`src/design/lct_pkg.sv`:
```
package lct_pkg;

  // Register offsets on the plain register port.
  localparam logic [7:0] LCT_OFS_TIMING = 8'h13;
  localparam logic [7:0] LCT_OFS_CFG    = 8'h30;
  localparam logic [7:0] LCT_OFS_STATUS = 8'h31;

  // Field positions inside the timing register.
  localparam int LCT_ATK_LSB   = 0;
  localparam int LCT_REL_LSB   = 4;
  localparam int LCT_STYLE_BIT = 8;

  // Field positions inside the configuration register.
  localparam int LCT_LEFT_BIT   = 0;
  localparam int LCT_RIGHT_BIT  = 1;
  localparam int LCT_ACTIVE_BIT = 2;
  localparam int LCT_RATE_LSB   = 4;

  // Reset values of the fields.
  localparam logic [3:0] LCT_REL_RST   = 4'h3;
  localparam logic [3:0] LCT_ATK_RST   = 4'h2;
  localparam logic       LCT_STYLE_RST = 1'b0;
  localparam logic [3:0] LCT_RATE_RST  = 4'h8;

  // Highest codes that carry a defined step time.
  localparam logic [3:0] LCT_REL_MAX = 4'hB;
  localparam logic [3:0] LCT_ATK_MAX = 4'hA;

  // Sample rate selector codes.
  localparam logic [3:0] LCT_RATE_8K   = 4'h0;
  localparam logic [3:0] LCT_RATE_11K  = 4'h1;
  localparam logic [3:0] LCT_RATE_12K  = 4'h2;
  localparam logic [3:0] LCT_RATE_16K  = 4'h3;
  localparam logic [3:0] LCT_RATE_22K  = 4'h4;
  localparam logic [3:0] LCT_RATE_24K  = 4'h5;
  localparam logic [3:0] LCT_RATE_32K  = 4'h6;
  localparam logic [3:0] LCT_RATE_44K  = 4'h7;
  localparam logic [3:0] LCT_RATE_48K  = 4'h8;
  localparam logic [3:0] LCT_RATE_88K  = 4'h9;
  localparam logic [3:0] LCT_RATE_96K  = 4'hA;

  // Step time of code zero for each style, in microseconds.
  localparam int LCT_NORM_REL_US = 410;
  localparam int LCT_NORM_ATK_US = 104;
  localparam int LCT_LIM_REL_US  = 82;
  localparam int LCT_LIM_ATK_US  = 20;

  // Timing is counted in units of one 96 kHz sample period.
  localparam int LCT_UNIT_KHZ = 96;

  // Code-zero step times in 96 kHz units, rounded to nearest.
  localparam logic [7:0] LCT_NORM_REL_U =
    8'((LCT_NORM_REL_US * LCT_UNIT_KHZ + 500) / 1000);
  localparam logic [7:0] LCT_NORM_ATK_U =
    8'((LCT_NORM_ATK_US * LCT_UNIT_KHZ + 500) / 1000);
  localparam logic [7:0] LCT_LIM_REL_U  =
    8'((LCT_LIM_REL_US * LCT_UNIT_KHZ + 500) / 1000);
  localparam logic [7:0] LCT_LIM_ATK_U  =
    8'((LCT_LIM_ATK_US * LCT_UNIT_KHZ + 500) / 1000);

  // Timing register contents.
  typedef struct packed {
    logic       style;            // Set selects limiter style.
    logic [3:0] gainReleaseRate;  // Gain release rate code.
    logic [3:0] attack;           // Gain attack rate code.
  } lct_timing_t;

  // Configuration register contents.
  typedef struct packed {
    logic [3:0] rateSel;  // Sample rate selector.
    logic       active;   // Set means active, clear means monitor only.
    logic       right;    // Right channel level control enable.
    logic       left;     // Left channel level control enable.
  } lct_cfg_t;

endpackage : lct_pkg

```
`src/design/lct_level_timing.sv`:
```
// Overview of operation
// - Release rate field, bits 7:4, reset 0011.
// - Attack rate field, bits 3:0, reset 0010.
// - Normal release: 0.41ms doubling to 840ms.
// - Limiter release: 0.082ms doubling to 168ms.
// - Normal attack: 0.104ms doubling to 106ms.
// - Limiter attack: 0.020ms doubling to 20.5ms.
// - Above 48kHz always use normal-style times.
// - Peak over limit forces fastest attack rate.
// - Limiter acts only in active operation.
// - Released ramp steps once per release interval.
//
// The address-and-strobe port was left to the implementer.
`timescale 1ns/100ps
`default_nettype none

// Step timing for the record-path automatic level control.
module lct_level_timing
  import lct_pkg::*;
#(
  parameter int CNT_W = 20
) (
  // Clock, reset and clock enable.
  input  wire logic        core_clk,
  input  wire logic        srst,
  input  wire logic        clkEn,
  // Register port.
  input  wire logic [7:0]  regAddr,
  input  wire logic [15:0] regWrData,
  input  wire logic        regWrEn,
  input  wire logic        regRdEn,
  output logic      [15:0] regRdData,
  // Level information from the detector, same clock domain.
  input  wire logic        sampleTick,
  input  wire logic        levelAboveTarget,
  input  wire logic        holdExpired,
  input  wire logic        peakOverLimit,
  // Gain step requests and state.
  output logic             gainDownStep,
  output logic             gainUpStep,
  output logic             limiterActive
);

  // Scaled arithmetic needs at least 18 bits of count.
  if (CNT_W < 18) begin : gChk
    $error("lct_level_timing: CNT_W must be at least 18.");
  end

  // Weight of one sample period in 96 kHz units for a rate code.
  function automatic logic [3:0] rateWeight(input logic [3:0] sel);
    case (sel)
      LCT_RATE_8K:  rateWeight = 4'hC;
      LCT_RATE_11K: rateWeight = 4'h8;
      LCT_RATE_12K: rateWeight = 4'h8;
      LCT_RATE_16K: rateWeight = 4'h6;
      LCT_RATE_22K: rateWeight = 4'h4;
      LCT_RATE_24K: rateWeight = 4'h4;
      LCT_RATE_32K: rateWeight = 4'h3;
      LCT_RATE_44K: rateWeight = 4'h2;
      LCT_RATE_88K: rateWeight = 4'h1;
      LCT_RATE_96K: rateWeight = 4'h1;
      default:      rateWeight = 4'h2;
    endcase
  endfunction : rateWeight

  // Interval limit: the code-zero time doubled once per code step.
  function automatic logic [CNT_W-1:0] stepLimit(
    input logic [7:0] base,
    input logic [3:0] code,
    input logic [3:0] maxCode
  );
    logic [3:0] useCode;
    useCode = (code > maxCode) ? maxCode : code;
    stepLimit = {{(CNT_W-8){1'b0}}, base} << useCode;
  endfunction : stepLimit

  lct_timing_t timing_r;       // Timing register.
  lct_cfg_t    cfg_r;          // Configuration register.
  logic [15:0] rdData_r;       // Read data, valid one cycle.
  logic        gainDown_r;     // Attenuation step request.
  logic        gainUp_r;       // Gain increase step request.
  logic        limiter_r;      // Limiter forcing fastest attack.

  logic        wrTiming;       // Write strobe hits timing register.
  logic        wrCfg;          // Write strobe hits configuration register.
  logic        ctrlOn;         // At least one channel under control.
  logic        highRate;       // 88.2 kHz or 96 kHz selected.
  logic        limStyle;       // Effective limiter style.
  logic        limForce;       // Limiter overrides attack code.
  logic [3:0]  atkCode;        // Attack code in use.
  logic [7:0]  relBase;        // Code-zero release time in units.
  logic [7:0]  atkBase;        // Code-zero attack time in units.
  logic [CNT_W-1:0] relLimit;  // Release interval in units.
  logic [CNT_W-1:0] atkLimit;  // Attack interval in units.
  logic [3:0]  weight;         // Units per sample period.
  logic        downRun;        // Attenuation ramp in progress.
  logic        upRun;          // Gain increase ramp in progress.
  logic        downDue;        // Attack interval has ended.
  logic        upDue;          // Release interval has ended.
  logic [15:0] timingView;     // Timing register as read back.
  logic [15:0] cfgView;        // Configuration register as read back.
  logic [15:0] statusView;     // Status register as read back.
  logic [15:0] rdMux;          // Selected read value.

  // Address decode of the write strobe.
  assign wrTiming = regWrEn && (regAddr == LCT_OFS_TIMING);
  assign wrCfg    = regWrEn && (regAddr == LCT_OFS_CFG);

  // Style selection falls back to normal at the high rates.
  assign ctrlOn   = cfg_r.left || cfg_r.right;
  assign highRate = (cfg_r.rateSel == LCT_RATE_88K) ||
                    (cfg_r.rateSel == LCT_RATE_96K);
  assign limStyle = timing_r.style && !highRate;

  // The peak limiter only acts while control is active.
  assign limForce = peakOverLimit && ctrlOn && cfg_r.active;
  // An overload selects the code-zero attack time.
  assign atkCode  = limForce ? 4'h0 : timing_r.attack;

  // Base times for the style in use.
  assign relBase = limStyle ? LCT_LIM_REL_U : LCT_NORM_REL_U;
  assign atkBase = limStyle ? LCT_LIM_ATK_U : LCT_NORM_ATK_U;

  // Interval lengths; reserved codes behave as the longest code.
  assign relLimit = stepLimit(relBase, timing_r.gainReleaseRate, LCT_REL_MAX);
  assign atkLimit = stepLimit(atkBase, atkCode, LCT_ATK_MAX);
  assign weight   = rateWeight(cfg_r.rateSel);

  // Attenuation runs on a high level or an overload.
  assign downRun = ctrlOn && (levelAboveTarget || limForce);
  // Increase runs once the hold delay has expired.
  assign upRun   = ctrlOn && holdExpired;

  // Attack interval timer.
  lct_step_timer #(
    .CNT_W      (CNT_W)
  ) uAtkTimer (
    .core_clk   (core_clk),
    .srst       (srst),
    .clkEn      (clkEn),
    .run        (downRun),
    .clear      (1'b0),
    .sampleTick (sampleTick),
    .weight     (weight),
    .limit      (atkLimit),
    .due        (downDue)
  );

  // Release interval timer; restarts when an attenuation step wins.
  lct_step_timer #(
    .CNT_W      (CNT_W)
  ) uRelTimer (
    .core_clk   (core_clk),
    .srst       (srst),
    .clkEn      (clkEn),
    .run        (upRun),
    .clear      (downDue),
    .sampleTick (sampleTick),
    .weight     (weight),
    .limit      (relLimit),
    .due        (upDue)
  );

  // Read-back views; unused bits read as zero.
  assign timingView = {7'h00, timing_r.style, timing_r.gainReleaseRate,
                       timing_r.attack};
  assign cfgView    = {8'h00, cfg_r.rateSel, 1'b0, cfg_r.active,
                       cfg_r.right, cfg_r.left};
  assign statusView = {12'h000, highRate, limStyle, upRun, limiter_r};

  // Read selection; unmapped addresses return zero.
  assign rdMux = (regAddr == LCT_OFS_TIMING) ? timingView :
                 (regAddr == LCT_OFS_CFG)    ? cfgView    :
                 (regAddr == LCT_OFS_STATUS) ? statusView : 16'h0000;

  // Timing register with its documented reset codes.
  always_ff @(posedge core_clk) begin
    if (srst) begin
      timing_r.style           <= LCT_STYLE_RST;
      timing_r.gainReleaseRate <= LCT_REL_RST;
      timing_r.attack          <= LCT_ATK_RST;
    end else if (clkEn && wrTiming) begin
      timing_r.style           <= regWrData[LCT_STYLE_BIT];
      timing_r.gainReleaseRate <= regWrData[LCT_REL_LSB +: 4];
      timing_r.attack          <= regWrData[LCT_ATK_LSB +: 4];
    end
  end

  // Configuration register: enables, active mode and sample rate.
  always_ff @(posedge core_clk) begin
    if (srst) begin
      cfg_r.left    <= 1'b0;
      cfg_r.right   <= 1'b0;
      cfg_r.active  <= 1'b0;
      cfg_r.rateSel <= LCT_RATE_RST;
    end else if (clkEn && wrCfg) begin
      cfg_r.left    <= regWrData[LCT_LEFT_BIT];
      cfg_r.right   <= regWrData[LCT_RIGHT_BIT];
      cfg_r.active  <= regWrData[LCT_ACTIVE_BIT];
      cfg_r.rateSel <= regWrData[LCT_RATE_LSB +: 4];
    end
  end

  // Read data stands for the one cycle after the read strobe.
  always_ff @(posedge core_clk) begin
    if (srst) begin
      rdData_r <= 16'h0000;
    end else if (clkEn) begin
      rdData_r <= regRdEn ? rdMux : 16'h0000;
    end
  end

  // Step requests are single-cycle pulses; attenuation has priority.
  always_ff @(posedge core_clk) begin
    if (srst) begin
      gainDown_r <= 1'b0;
      gainUp_r   <= 1'b0;
      limiter_r  <= 1'b0;
    end else if (clkEn) begin
      gainDown_r <= downDue;
      gainUp_r   <= upDue && !downDue;
      limiter_r  <= limForce;
    end
  end

  // Outputs straight from flip-flops.
  assign regRdData     = rdData_r;
  assign gainDownStep  = gainDown_r;
  assign gainUpStep    = gainUp_r;
  assign limiterActive = limiter_r;

endmodule : lct_level_timing

`default_nettype wire

```
`src/design/lct_step_timer.sv`:
```
`timescale 1ns/100ps
`default_nettype none

// Counts weighted sample ticks and reports when a step interval is due.
module lct_step_timer
  import lct_pkg::*;
#(
  parameter int CNT_W = 20
) (
  // Clock and control.
  input  wire logic             core_clk,
  input  wire logic             srst,
  input  wire logic             clkEn,
  // Timing inputs.
  input  wire logic             run,
  input  wire logic             clear,
  input  wire logic             sampleTick,
  input  wire logic [3:0]       weight,
  input  wire logic [CNT_W-1:0] limit,
  // Interval expiry, combinational.
  output logic                  due
);

  // The longest interval needs 18 bits of count.
  if (CNT_W < 18) begin : gChk
    $error("lct_step_timer: CNT_W must be at least 18.");
  end

  logic [CNT_W-1:0] count_r;   // Elapsed time in 96 kHz units.
  logic [CNT_W:0]   sum;       // Elapsed time after this tick.

  assign sum = {1'b0, count_r} + {{(CNT_W-3){1'b0}}, weight};
  // An interval ends on the tick that reaches its limit.
  assign due = run && sampleTick && (sum >= {1'b0, limit});

  // The count restarts when the interval ends, stops or is cleared.
  always_ff @(posedge core_clk) begin
    if (srst) begin
      count_r <= '0;
    end else if (clkEn) begin
      if (!run || clear || due) begin
        count_r <= '0;
      end else if (sampleTick) begin
        count_r <= sum[CNT_W-1:0];
      end
    end
  end

endmodule : lct_step_timer

`default_nettype wire

```
`config.mk`:
```
export PLATFORM = sky130hd
export DESIGN_NAME = lct_level_timing
export DESIGN_NICKNAME = d
export VERILOG_FILES = /design/src/design/lct_pkg.sv /design/src/design/lct_level_timing.sv /design/src/design/lct_step_timer.sv
export SDC_FILE = /design/constraint.sdc
export NUM_CORES = 1
export LEC_CHECK = 0
export BUFFER_PORTS_ARGS = -buffer_cell sky130_fd_sc_hd__buf_2
export CAP_MARGIN = 20
export CORE_UTILIZATION = 40
export DETAILED_ROUTE_END_ITERATION = 10
export SLEW_MARGIN = 0
export SYNTH_ARGS = -nofsm -noshare
export SYNTH_HDL_FRONTEND = slang
export SYNTH_SLANG_ARGS = --single-unit
```
`constraint.sdc`:
```
create_clock -name core_clk -period 8.2 [get_ports core_clk]
set_input_delay 0.82 -clock core_clk [delete_from_list [all_inputs] [get_ports core_clk]]
set_output_delay 0.82 -clock core_clk [all_outputs]
set_load 0.01 [all_outputs]
```
# ---- After elaboration in Yosys (flattened, before gate mapping)
# Memories as Yosys holds them, arrays and structs flattened. A register that Yosys moved wholly into a read port is not among the register bits.
# Index checks and enable logic that the tools add are counted.
dict set report classes {
  add_sub_neg 2
  order_cmp 4
  n_eq_ne 5
  n_shift 2
  n_mux 15
  n_reduce_logical 28
}
# op n
set ops {}
lappend ops {{$mux 20} 4}
lappend ops {{$add 20x4->21} 2}
lappend ops {{$ge 21x20->1} 2}
lappend ops {{$mux 4} 7}
lappend ops {{$shl 4x4->20} 1}
lappend ops {{$shl 6x4->20} 1}
lappend ops {{$mux 9} 2}
lappend ops {{$eq 8x6->1 const B} 2}
lappend ops {{$logic_and 1x1->1} 14}
lappend ops {{$eq 4x4->1 const B} 2}
lappend ops {{$eq 8x5->1 const B} 1}
lappend ops {{$gt 4x4->1 const B} 2}
lappend ops {{$mux 8} 1}
lappend ops {{$logic_or 1x1->1} 6}
lappend ops {{$mux 6} 1}
lappend ops {{$logic_not 1->1} 4}
lappend ops {{$reduce_and 2->1} 2}
lappend ops {{$reduce_bool 2->1} 2}
dict set report word_totals {
  ff_bits 75
  mem_bits_ro 64
  input_bits 33
  out_inout_bits 19
  elab_cells 70
  mem_count 1
}
# name words width rd rd_clocked_by_memory_dff write_ports line
set memory_table {}
lappend memory_table {{(no name shown)} 16 4 1 1 0 lct_level_timing.sv:51} ;# case (sel)

# ---- Longest topological paths before layout
# Gate-level depths: netlist (run 1).
dict set report logic_depth {
  word_depth 13
  mapped_depth 20
  mapped_depth_nobuf 16
}

# ---- Modules after synthesis
# Synthesis (run 1) repeated with hierarchy kept, for this count alone.
dict set report unflattened {
  hier_cells 661
  hier_area_um2 5426.5
}
# mod n_inst cells_each area_each_um2 seq_area_each_um2
set by_module_without_submodules {}
lappend by_module_without_submodules {lct_level_timing 1 280 2148.3 640.6}
lappend by_module_without_submodules {{lct_step_timer at uRelTimer} 1 194 1676.6 400.4}
lappend by_module_without_submodules {{lct_step_timer at uAtkTimer} 1 187 1601.5 400.4}

# ---- Worst setup path before layout (run 1)
# Ideal clock, no wire load.
dict set report synth_path {
  path_kind {register to register}
  startpoint {register cfg_r (netlist bit cfgView[5])}
  endpoint {register uRelTimer.count_r[10]}
  setup_time_ps 59
  t_arrival_ps 3741
  required_time_ps 8141
  slack_ps 4400
  path_stages_with_launch 18
  n_path_buf 3
  period_less_slack_ps 3800
  path_cell_list {dfxtp_1 xor2_1 nand3b_1 nand2_1 clkbuf_1 ha_1 or3b_2 a21o_1 ha_1 nand4_1 nor3_1 a211oi_1 a2bb2oi_1 nor3b_2 and2_1 buf_2 buf_2 a22o_1}
}
dict set report synth_via {
  elab_chain_len 12
  word_cells_on_any_way 18
  cone_classes {2 x order compare; 2 x eq/ne; 2 x shift; 3 x mux; 9 x reduce/logical}
}
# element line
set synth_lines {}
lappend synth_lines {{start, declared} lct_level_timing.sv:78} ;# lct_cfg_t cfg_r;
lappend synth_lines {{$eq 4x4->1, on equally long branches} {lct_level_timing.sv:111, lct_level_timing.sv:112}}
lappend synth_lines {{$logic_or 1x1->1 (*)} lct_level_timing.sv:111} ;# assign highRate = (cfg_r.rateSel == LCT_RATE_88K) ||
lappend synth_lines {{$logic_not 1->1 (*)} lct_level_timing.sv:113} ;# assign limStyle = timing_r.style && !highRate;
lappend synth_lines {{$logic_and 1x1->1 (*)} lct_level_timing.sv:113}
lappend synth_lines {{$mux 4} lct_level_timing.sv:122} ;# assign atkBase = limStyle ? LCT_LIM_ATK_U : LCT_NORM_ATK_U;
lappend synth_lines {{$shl 4x4->20} lct_level_timing.sv:74} ;# stepLimit = {{(CNT_W-8){1'b0}}, base} << useCode;
lappend synth_lines {{$ge 21x20->1} lct_step_timer.sv:34} ;# assign due = run && sampleTick && (sum >= {1'b0, limit});
lappend synth_lines {{$logic_and 1x1->1} lct_step_timer.sv:34}
lappend synth_lines {{$logic_or 1x1->1} lct_step_timer.sv:41} ;# if (!run || clear || due) begin
lappend synth_lines {{$logic_or 1x1->1 (*)} lct_step_timer.sv:41}
lappend synth_lines {{$reduce_bool 2->1 (no source line)} -}
lappend synth_lines {{$reduce_and 2->1 (no source line)} -}
lappend synth_lines {{end signal, assigned} lct_step_timer.sv:44} ;# count_r <= sum[CNT_W-1:0];
lappend synth_lines {{end, declared} lct_step_timer.sv:29} ;# logic [CNT_W-1:0] count_r;
# Mark *: on every way between the ends. The rest lies on a longest branch, timed or not.
# A chain may end at the register's enable or synchronous reset.

# ---- Worst setup path after layout (run 1)
dict set report layout_path {
  startpoint {register weight[0] (netlist name)}
  endpoint {register uRelTimer.count_r[11]}
}
dict set report layout_via {
  elab_chain_len 7
  word_cells_on_any_way 12
  cone_classes {2 x add/sub; 2 x order compare; 2 x mux; 6 x reduce/logical}
}
# element line
set layout_lines {}
lappend layout_lines {{$add 20x4->21} lct_step_timer.sv:32} ;# assign sum = {1'b0, count_r} + {{(CNT_W-3){1'b0}}, weight};
lappend layout_lines {{$ge 21x20->1} lct_step_timer.sv:34}
lappend layout_lines {{$logic_and 1x1->1} lct_step_timer.sv:34}
lappend layout_lines {{$logic_or 1x1->1 (2 in a row)} lct_step_timer.sv:41}
lappend layout_lines {{$reduce_bool 2->1 (no source line)} -}
lappend layout_lines {{$reduce_and 2->1 (no source line)} -}
# Several ways; a longest one is shown, not always the timed one. The select of a mux whose other input is x is not followed.

==> results of run 1 <==
==> layout make-up <==
class	count	share of cell area, %
Clock buffer	12	4.393
Clock inverter	3	1.114
Inverter	15	0.9642
Multi-Input combinational cell	544	61.35
Sequential cell	72	24.68
Tap cell	172	3.685
Timing Repair Buffer	42	3.814
==> worst max-delay path by stage <==
stage                                  from                                  to  slack [ns]  depth (start not counted)
CTS                       weight[0]$_DFF_P_  uRelTimer.count_r[11]$_SDFFE_PP0P_        3.50                         16
global route              weight[0]$_DFF_P_  uRelTimer.count_r[11]$_SDFFE_PP0P_        3.13                         16
detailed placement        weight[0]$_DFF_P_  uRelTimer.count_r[11]$_SDFFE_PP0P_        3.56                         16
finish                    weight[0]$_DFF_P_  uRelTimer.count_r[11]$_SDFFE_PP0P_        3.51                         16
floorplan           cfgView[5]$_SDFFE_PP0P_  uRelTimer.count_r[10]$_SDFFE_PP0P_        4.40                         17
global placement          weight[0]$_DFF_P_   uRelTimer.count_r[2]$_SDFFE_PP0P_        3.60                         16
==> synthesized netlist by cell type (all sizes together), types with 5 or more instances <==
cell	count	share of area, %
nand2b	12	1.4
nor3	12	1.1
a21o	11	1.6
o21a	5	0.72
a22o	20	3.4
mux2i	11	2.1
and3	14	1.8
or2	7	0.89
dfxtp	72	28
a211oi	5	0.72
nor2b	10	1.2
buf	12	1.6
a22oi	21	3.0
a21oi	39	3.7
xnor2	17	2.8
a31oi	7	0.84
xor2	14	2.3
nand2	83	6.0
clkbuf	30	2.2
nand3	23	2.2
o21ai	32	3.1
nand4	11	1.3
inv	15	1.1
ha	52	12
nand3b	7	1.0
and2	8	0.96
nor2	63	4.5
==> stage by stage <==
stage	hold WS (ns)	cell area [µm²]	worst slack, ns	utilization (%)	total power, mW
global route	0.4855	5839	3.131	46.08	0.8329
floorplan	0.4291	5275	4.400	-	0.3763
CTS	0.4592	5839	3.499	46.08	0.8154
global placement	0.4416	5518	3.596	43.55	0.3867
finish	0.4560	5839	3.507	46.08	0.8085
detailed placement	0.4474	5518	3.561	43.55	0.3873
==> worst min-delay path, cell delays in order, from the launching register on <==
cell	delay (ns)
dfxtp_1	0.30
nand2_1	0.05
a21oi_1	0.05
==> flip-flops by register name (all words and copies together) (netlist names) <==
name	cells
cfgView	7
gainDownStep	1
gainUpStep	1
limiterActive	1
regRdData	9
timingView	9
uAtkTimer.count_r	20
uRelTimer.count_r	20
weight	4
==> metal layers <==
metal	vias up	wire length, µm	global-route usage (%)	part of all wire [%]
met3	10	612	3.269	4.7
met1	2183	6223	27.66	48
met5	-	0	0	0
met2	130	5960	32.86	46
met4	0	131	5.983	1.0
li1	2400	-	-	-
==> power breakdown <==
group	switching, mW	internal [mW]	leakage [nW]
clock	0.148	0.281	0.159
sequential	0.000196	0.350	0.580
combinational	0.0202	0.00969	1.81
==> cells by family (layout without fill, tap and decap cells) <==
| family | after synthesis | count (layout) |
|---|---|---|
| XOR/XNOR | 31 | 31 |
| multiplexers | 12 | 12 |
| adder cells (fa/ha/maj) | 54 | 54 |
| flip-flops | 72 | 72 |
| AO/OA/AOI/OAI | 160 | 160 |
| other | 2 | 15 |
| AND/OR/NAND/NOR | 272 | 272 |
| buffers and inverters | 57 | 72 |
==> key figures, run 1 <==
Placement
  • GP Congestion: 0.8317
  • DP HPWL: 9645 µm
  • Placed cells: 845
  • Port Buffer Count: 37

Critical path
  • Flop2flop setup slack: 3.51 ns
  • Crit-path max cell delay: 0.59 ns
  • FF-to-FF path depth: 16
  • Crit path buf inv count: 0
  • Worst EP required: 8.48 ns
  • Critical R2R Launch: weight[0]$_DFF_P_
  • Worst setup EP type: register
  • CP top delay family: simple AND/OR/NAND/NOR gates
  • Slowest CP cell: and2_1
  • Startpoint types: register
  • Crit path max fanout: 14
  • RR Endpoint: uRelTimer.count_r[11]$_SDFFE_PP0P_
  • Crit path DAT: 4.97 ns
  • Worst path cell trace: ha_1 -> fa_1 -> a21o_1 -> a21oi_1 -> nor2_1 -> nand3_1 -> nor2_1 -> or2_2 -> ha_1 -> a21oi_1 -> o21a_1 -> o21ai_0 -> a2bb2oi_1 -> nor3b_2 -> and2_1 -> a22o_1
  • Critical path class: register to register

Clock network
  • Clk Latency, worst-skew pair: 0.34 ns
  • Clock Path Buffers: 2
  • TritonCTS Buffers: 9
  • Postcts setup bufs: 0
  • Cts hold-fix bufs: 0
  • Resize count post-CTS: 0
  • CTS tree: yes
  • Root buf cell: clkbuf_16
  • Htree depth: 3
  • Worst-path clk slew: 0.06 ns
  • Clock Sinks: 72

Layout
  • Commonest non-fill, non-tap cells in the layout: nand2_1, dfxtp_1, nor2_1
  • # nets final: 771
  • Reg area: 1441 µm²
  • Layout cell share with drive strength beyond 1: 10.32%
  • Most common cell after layout, fill and taps aside: nand2_1
  • Final cell count without fillers: 860
  • Antenna cells: 0
  • Area grow syn2layout: 11.73%
  • Multi-input gate area: 3582 µm²
  • Fill count: 1271

Min path
  • WHS Path Cells: 2
  • Worst min-delay path class: register to register
  • Hold EP: regRdData[8]$_SDFFE_PP0P_
  • Min-delay src: regRdData[8]$_SDFFE_PP0P_

Pwr
  • Pwr Density: 138.5 nW/µm²
  • Worst vdd ir: 0.08184 mV
  • LEAKAGE: 2.544 nW

Logic synthesis
  • Ys flop type: dfxtp_1
  • Synthesized area per cell: 7.919 µm²
  • Simple-Gate Fraction of Synth Area: 26.36%
  • XOR/XNOR share of the synthesized area: 5.195%
  • Post-synthesis adder-cell area fraction: 13.22%
  • Number of synthesized register bits: 72
  • Mux share of post-synthesis cell area: 2.322%
  • Combinational family with the most area after synthesis: simple AND/OR/NAND/NOR gates
  • Register area share after synthesis: 27.58%
  • Syn. warnings: 0
  • Synthesized area: 5226 µm²
  • Share of flip-flops with an asynchronous set or reset: 0%
  • Number of enable flip-flop cells after synthesis: 0
  • Synth Area in Compound Gates: 20.37%
  • Mapped Cells: 660
  • Yosys cell types: 62

Timing
  • Skew final: 0.005616 ns
  • Final worst-path cycle share: 57.24%
  • RSZ-0062 raised after global routing: false
  • F_max: 213.1 MHz
  • Final hold violation count: 0
  • Count of final setup violators: 0
  • Setup TNS Final: 0 ns
  • Slew Viols, Final: 0
  • Final min period: 4.693 ns
  • Worst-Margin Slew: 0.9923 ns
  • Max-slew headroom: 33.29%

Detailed routing
  • Via Count: 4723
  • Drc violations: 0
  • ANT nets after route: 0
  • Wire per inst: 15.03 µm
  • Routed wire length: 12930 µm
  • Vias per cell: 5.492
  • Drt first pass iters: 5
  • Iter 0 DRT Violations: 304

Die
  • FP Rows: 41
  • Die X-Extent: 116.3 µm
  • Die area: 13530 µm²
  • Core box area: 12670 µm²
  • Starting density of the core: 41.25%
  • Die height: 116.3 µm
  • Io pins: 52

Job
  • Max Cap Viol: 0

Outcome
  • Status: finished, final reports clean

GRT
  • Initial antenna violation count: 0
  • Vias in the first global route: 4308
  • Grt total ovfl: 0
  • First-pass GRT wire length: 21410 µm
  • Largest net degree at the start of global routing: 52
  • Gr usage total: 20.27%
(Power assumes the default switching activity.)
==> inputs of run 2 (changes only) <==
- clock period: 8.2 -> 3.9 ns (I/O delays scaled with it)
==> run 2 against run 1 <==
Net effect:
- combinational power grew 120%
- die area is the same
- routed wire length grew 2.5%
- sequential share of layout area shrank 0.80 points
- critical endpoint is now uAtkTimer.count_r[11]$_SDFFE_PP0P_
- power grew 94%
- register-to-register slack lost 3.3 ns
- largest power group unchanged
- global-route usage grew 0.21 points
- final cell count grew 3.0%
- count of clock-buffer cells in the layout shrank 2
- non-clock buffer count grew 26
- hold slack lost 0.17 ns
==> key figures, run 2 (synthesis results as in run 1) <==
Outcome
  • Status: finished, final reports clean

Min path
  • WHS Path Cells: 3 (+1)
  • Min-delay src: regWrData[1]
  • Worst min-delay path class: input port to register
  • Hold EP: timingView[1]$_SDFFE_PP1P_

Critical path
  • Worst EP required: 4.13 ns (-4.35 ns)
  • RR Endpoint: uAtkTimer.count_r[11]$_SDFFE_PP0P_
  • Crit path max fanout: 5 (-9)
  • Critical R2R Launch: weight[2]$_SDFF_PN0_
  • FF-to-FF path depth: 16 (unchanged)
  • Slowest CP cell: ha_1
  • Worst setup EP type: register
  • Flop2flop setup slack: 0.26 ns (-3.25 ns)
  • Crit path buf inv count: 3 (+3)
  • Crit path DAT: 3.88 ns (-1.09 ns)
  • Crit-path max cell delay: 0.35 ns (-0.24 ns)
  • CP top delay family: simple AND/OR/NAND/NOR gates
  • Worst path cell trace: ha_1 -> o21a_1 -> a21o_1 -> nand4_1 -> nor3_1 -> xor2_1 -> ha_1 -> nand4_1 -> nor4_1 -> a22oi_1 -> nand4b_1 -> nor4_2 -> buf_4 -> buf_12 -> buf_4 -> a22o_1
  • Critical path class: register to register
  • Startpoint types: register

Timing
  • Slack of the critical path: 0.2555 ns (-3.251 ns)
  • Final hold violation count: 0 (unchanged)
  • Slew Viols, Final: 0 (unchanged)
  • Worst-Margin Slew: 0.7093 ns (-0.2831 ns)
  • Skew final: 0.01061 ns (+0.004997 ns)
  • Final min period: 3.645 ns (-1.049 ns)
  • Count of final setup violators: 0 (unchanged)
  • Final worst-path cycle share: 93.45% (+36 points)
  • Final Hold Slack: 0.2860 ns (-0.1700 ns)
  • F_max: 274.4 MHz (+29%)
  • Max-slew headroom: 52.65% (+19 points)
  • RSZ-0062 raised after global routing: false

Die
  • Starting density of the core: 41.25% (unchanged)
  • Io pins: 52 (unchanged)
  • Die X-Extent: 116.3 µm (unchanged)
  • Die height: 116.3 µm (unchanged)
  • Core box area: 12670 µm² (unchanged)
  • FP Rows: 41 (unchanged)
  • Die area: 13530 µm² (unchanged)

Layout
  • Most common cell after layout, fill and taps aside: nand2_1
  • Reg area: 1443 µm² (about the same)
  • Final instance area: 6040 µm² (+3.4%)
  • Fill count: 1269 (-0.16%)
  • Layout cell share with drive strength beyond 1: 15.13% (+4.8 points)
  • Multi-input gate area: 3621 µm² (+1.1%)
  • # nets final: 797 (+3.4%)
  • Antenna cells: 0 (unchanged)
  • Commonest non-fill, non-tap cells in the layout: nand2_1, dfxtp_1, nor2_1
  • Final cell count without fillers: 886 (+3.0%)
  • Top Registers: uAtkTimer.count_r: 20 flops, uRelTimer.count_r: 20 flops
  • Area grow syn2layout: 15.56%

GRT
  • Largest net degree at the start of global routing: 26 (-50%)
  • First-pass GRT wire length: 21490 µm (+0.35%)
  • Vias in the first global route: 4432 (+2.9%)
  • Gr usage total: 20.48% (+0.21 points)
  • Initial antenna violation count: 0 (unchanged)
  • Grt total ovfl: 0 (unchanged)

Detailed routing
  • Iter 0 DRT Violations: 271 (-11%)
  • Via Count: 4841 (+2.5%)
  • Vias per cell: 5.464 (-0.51%)
  • Wire per inst: 14.96 µm (-0.50%)
  • Drc violations: 0 (unchanged)
  • ANT nets after route: 0 (unchanged)
  • Routed wire length: 13250 µm (+2.5%)
  • Drt first pass iters: 5 (unchanged)

Clock network
  • Clk Latency, worst-skew pair: 0.34 ns (about the same)
  • Worst-path clk slew: 0.06 ns (about the same)
  • TritonCTS Buffers: 9 (unchanged)
  • Clock Path Buffers: 2 (unchanged)
  • Clock Sinks: 72 (unchanged)
  • Root buf cell: clkbuf_16
  • CTS tree: yes
  • Htree depth: 3 (unchanged)

Placement
  • GP Congestion: 0.8761 (+5.3%)
  • Placed cells: 868 (+2.7%)
  • DP Area: 5690 µm² (+3.1%)
  • Port Buffer Count: 37 (unchanged)
  • DP HPWL: 10100 µm (+4.8%)
  • Pre-CTS setup slack: -0.1509 ns (-3.712 ns)

Pwr
  • LEAKAGE: 2.653 nW (+4.3%)
  • Sequential share of power: 47.0% (+3.7 points)
  • Internal Dissipation: 1.199 mW (+87%)
  • Net Sw Frac: 23.36% (+2.6 points)
  • Net Switching: 0.3656 mW (+120%)
  • Clock share of power: 48.8% (-4.2 points)
  • Logic pwr share: 4.1% (+0.4 points)
  • Worst vdd ir: 0.2239 mV (+170%)
  • Power, Total: 1.565 mW (+94%)
  • Pwr Density: 259.1 nW/µm² (+87%)

Job
  • Max Cap Viol: 0 (unchanged)
## run 2: how the worst max path moves through the flow
| stage | startpoint | end | cells after the start |
|---|---|---|---|
| global route | weight[0]$_DFF_P_ | uAtkTimer.count_r[11]$_SDFFE_PP0P_ | 17 |
| global placement | weight[0]$_DFF_P_ | uRelTimer.count_r[2]$_SDFFE_PP0P_ | 17 |
| floorplan | cfgView[5]$_SDFFE_PP0P_ | uRelTimer.count_r[10]$_SDFFE_PP0P_ | 17 |
| CTS | weight[0]$_DFF_P_ | uRelTimer.count_r[18]$_SDFFE_PP0P_ | 17 |
| finish | weight[2]$_SDFF_PN0_ | uAtkTimer.count_r[11]$_SDFFE_PP0P_ | 16 |
| detailed placement | weight[0]$_DFF_P_ | uRelTimer.count_r[11]$_SDFFE_PP0P_ | 17 |
## run 2: power by group through the flow
stage / combinational, mW / clock, mW / sequential, mW
floorplan: 0.0392 / 0 / 0.752
global placement: 0.0627 / 0 / 0.752
detailed placement: 0.0639 / 0 / 0.752
CTS: 0.0640 / 0.780 / 0.736
global route: 0.0708 / 0.812 / 0.736
finish: 0.0646 / 0.764 / 0.736
## run 2: per-stage QoR
stage	TNS [ns]	util, %
floorplan	0	-
global placement	-0.5444	44.91
detailed placement	-1.976	44.91
CTS	0	47.07
global route	0	47.66
finish	0	47.66
## run 2: layer usage
metal / part of all wire [%] / wire length, µm / global-route usage [%]
met1: 48 / 6406 / 27.38
met2: 46 / 6062 / 33.14
met5: 0 / 0 / 0
met3: 4.4 / 588 / 3.581
met4: 1.5 / 195 / 7.179
## run 2: worst register-to-register path: cells and delay by family, from the launching register on
family / cells / cell delay (ns)
buffers and inverters: 3 / 0.42
xor gates and xnor gates: 1 / 0.14
DFF: 1 / 0.32
AOI/OAI and AO/OA: 4 / 0.71
adders and majority gates: 2 / 0.69
and+or+nand+nor: 6 / 1.28
## run 2: layout make-up
| type | count | area share (%) |
|---|---|---|
| Timing Repair Buffer | 68 | 7.147 |
| Multi-Input combinational cell | 544 | 59.95 |
| Sequential cell | 72 | 23.89 |
| Tap cell | 172 | 3.563 |
| Clock inverter | 5 | 0.5594 |
| Clock buffer | 10 | 3.957 |
| Inverter | 15 | 0.9323 |
## run 2: repair_timing
| action | CTS | global route |
|---|---|---|
| hold buffers | 0 | 0 |
| setup endpoints to repair | 14 | 31 |
| setup buffers | 0 | 3 |
| pin swaps | 0 | 3 |
| resized for setup | 1 | 12 |
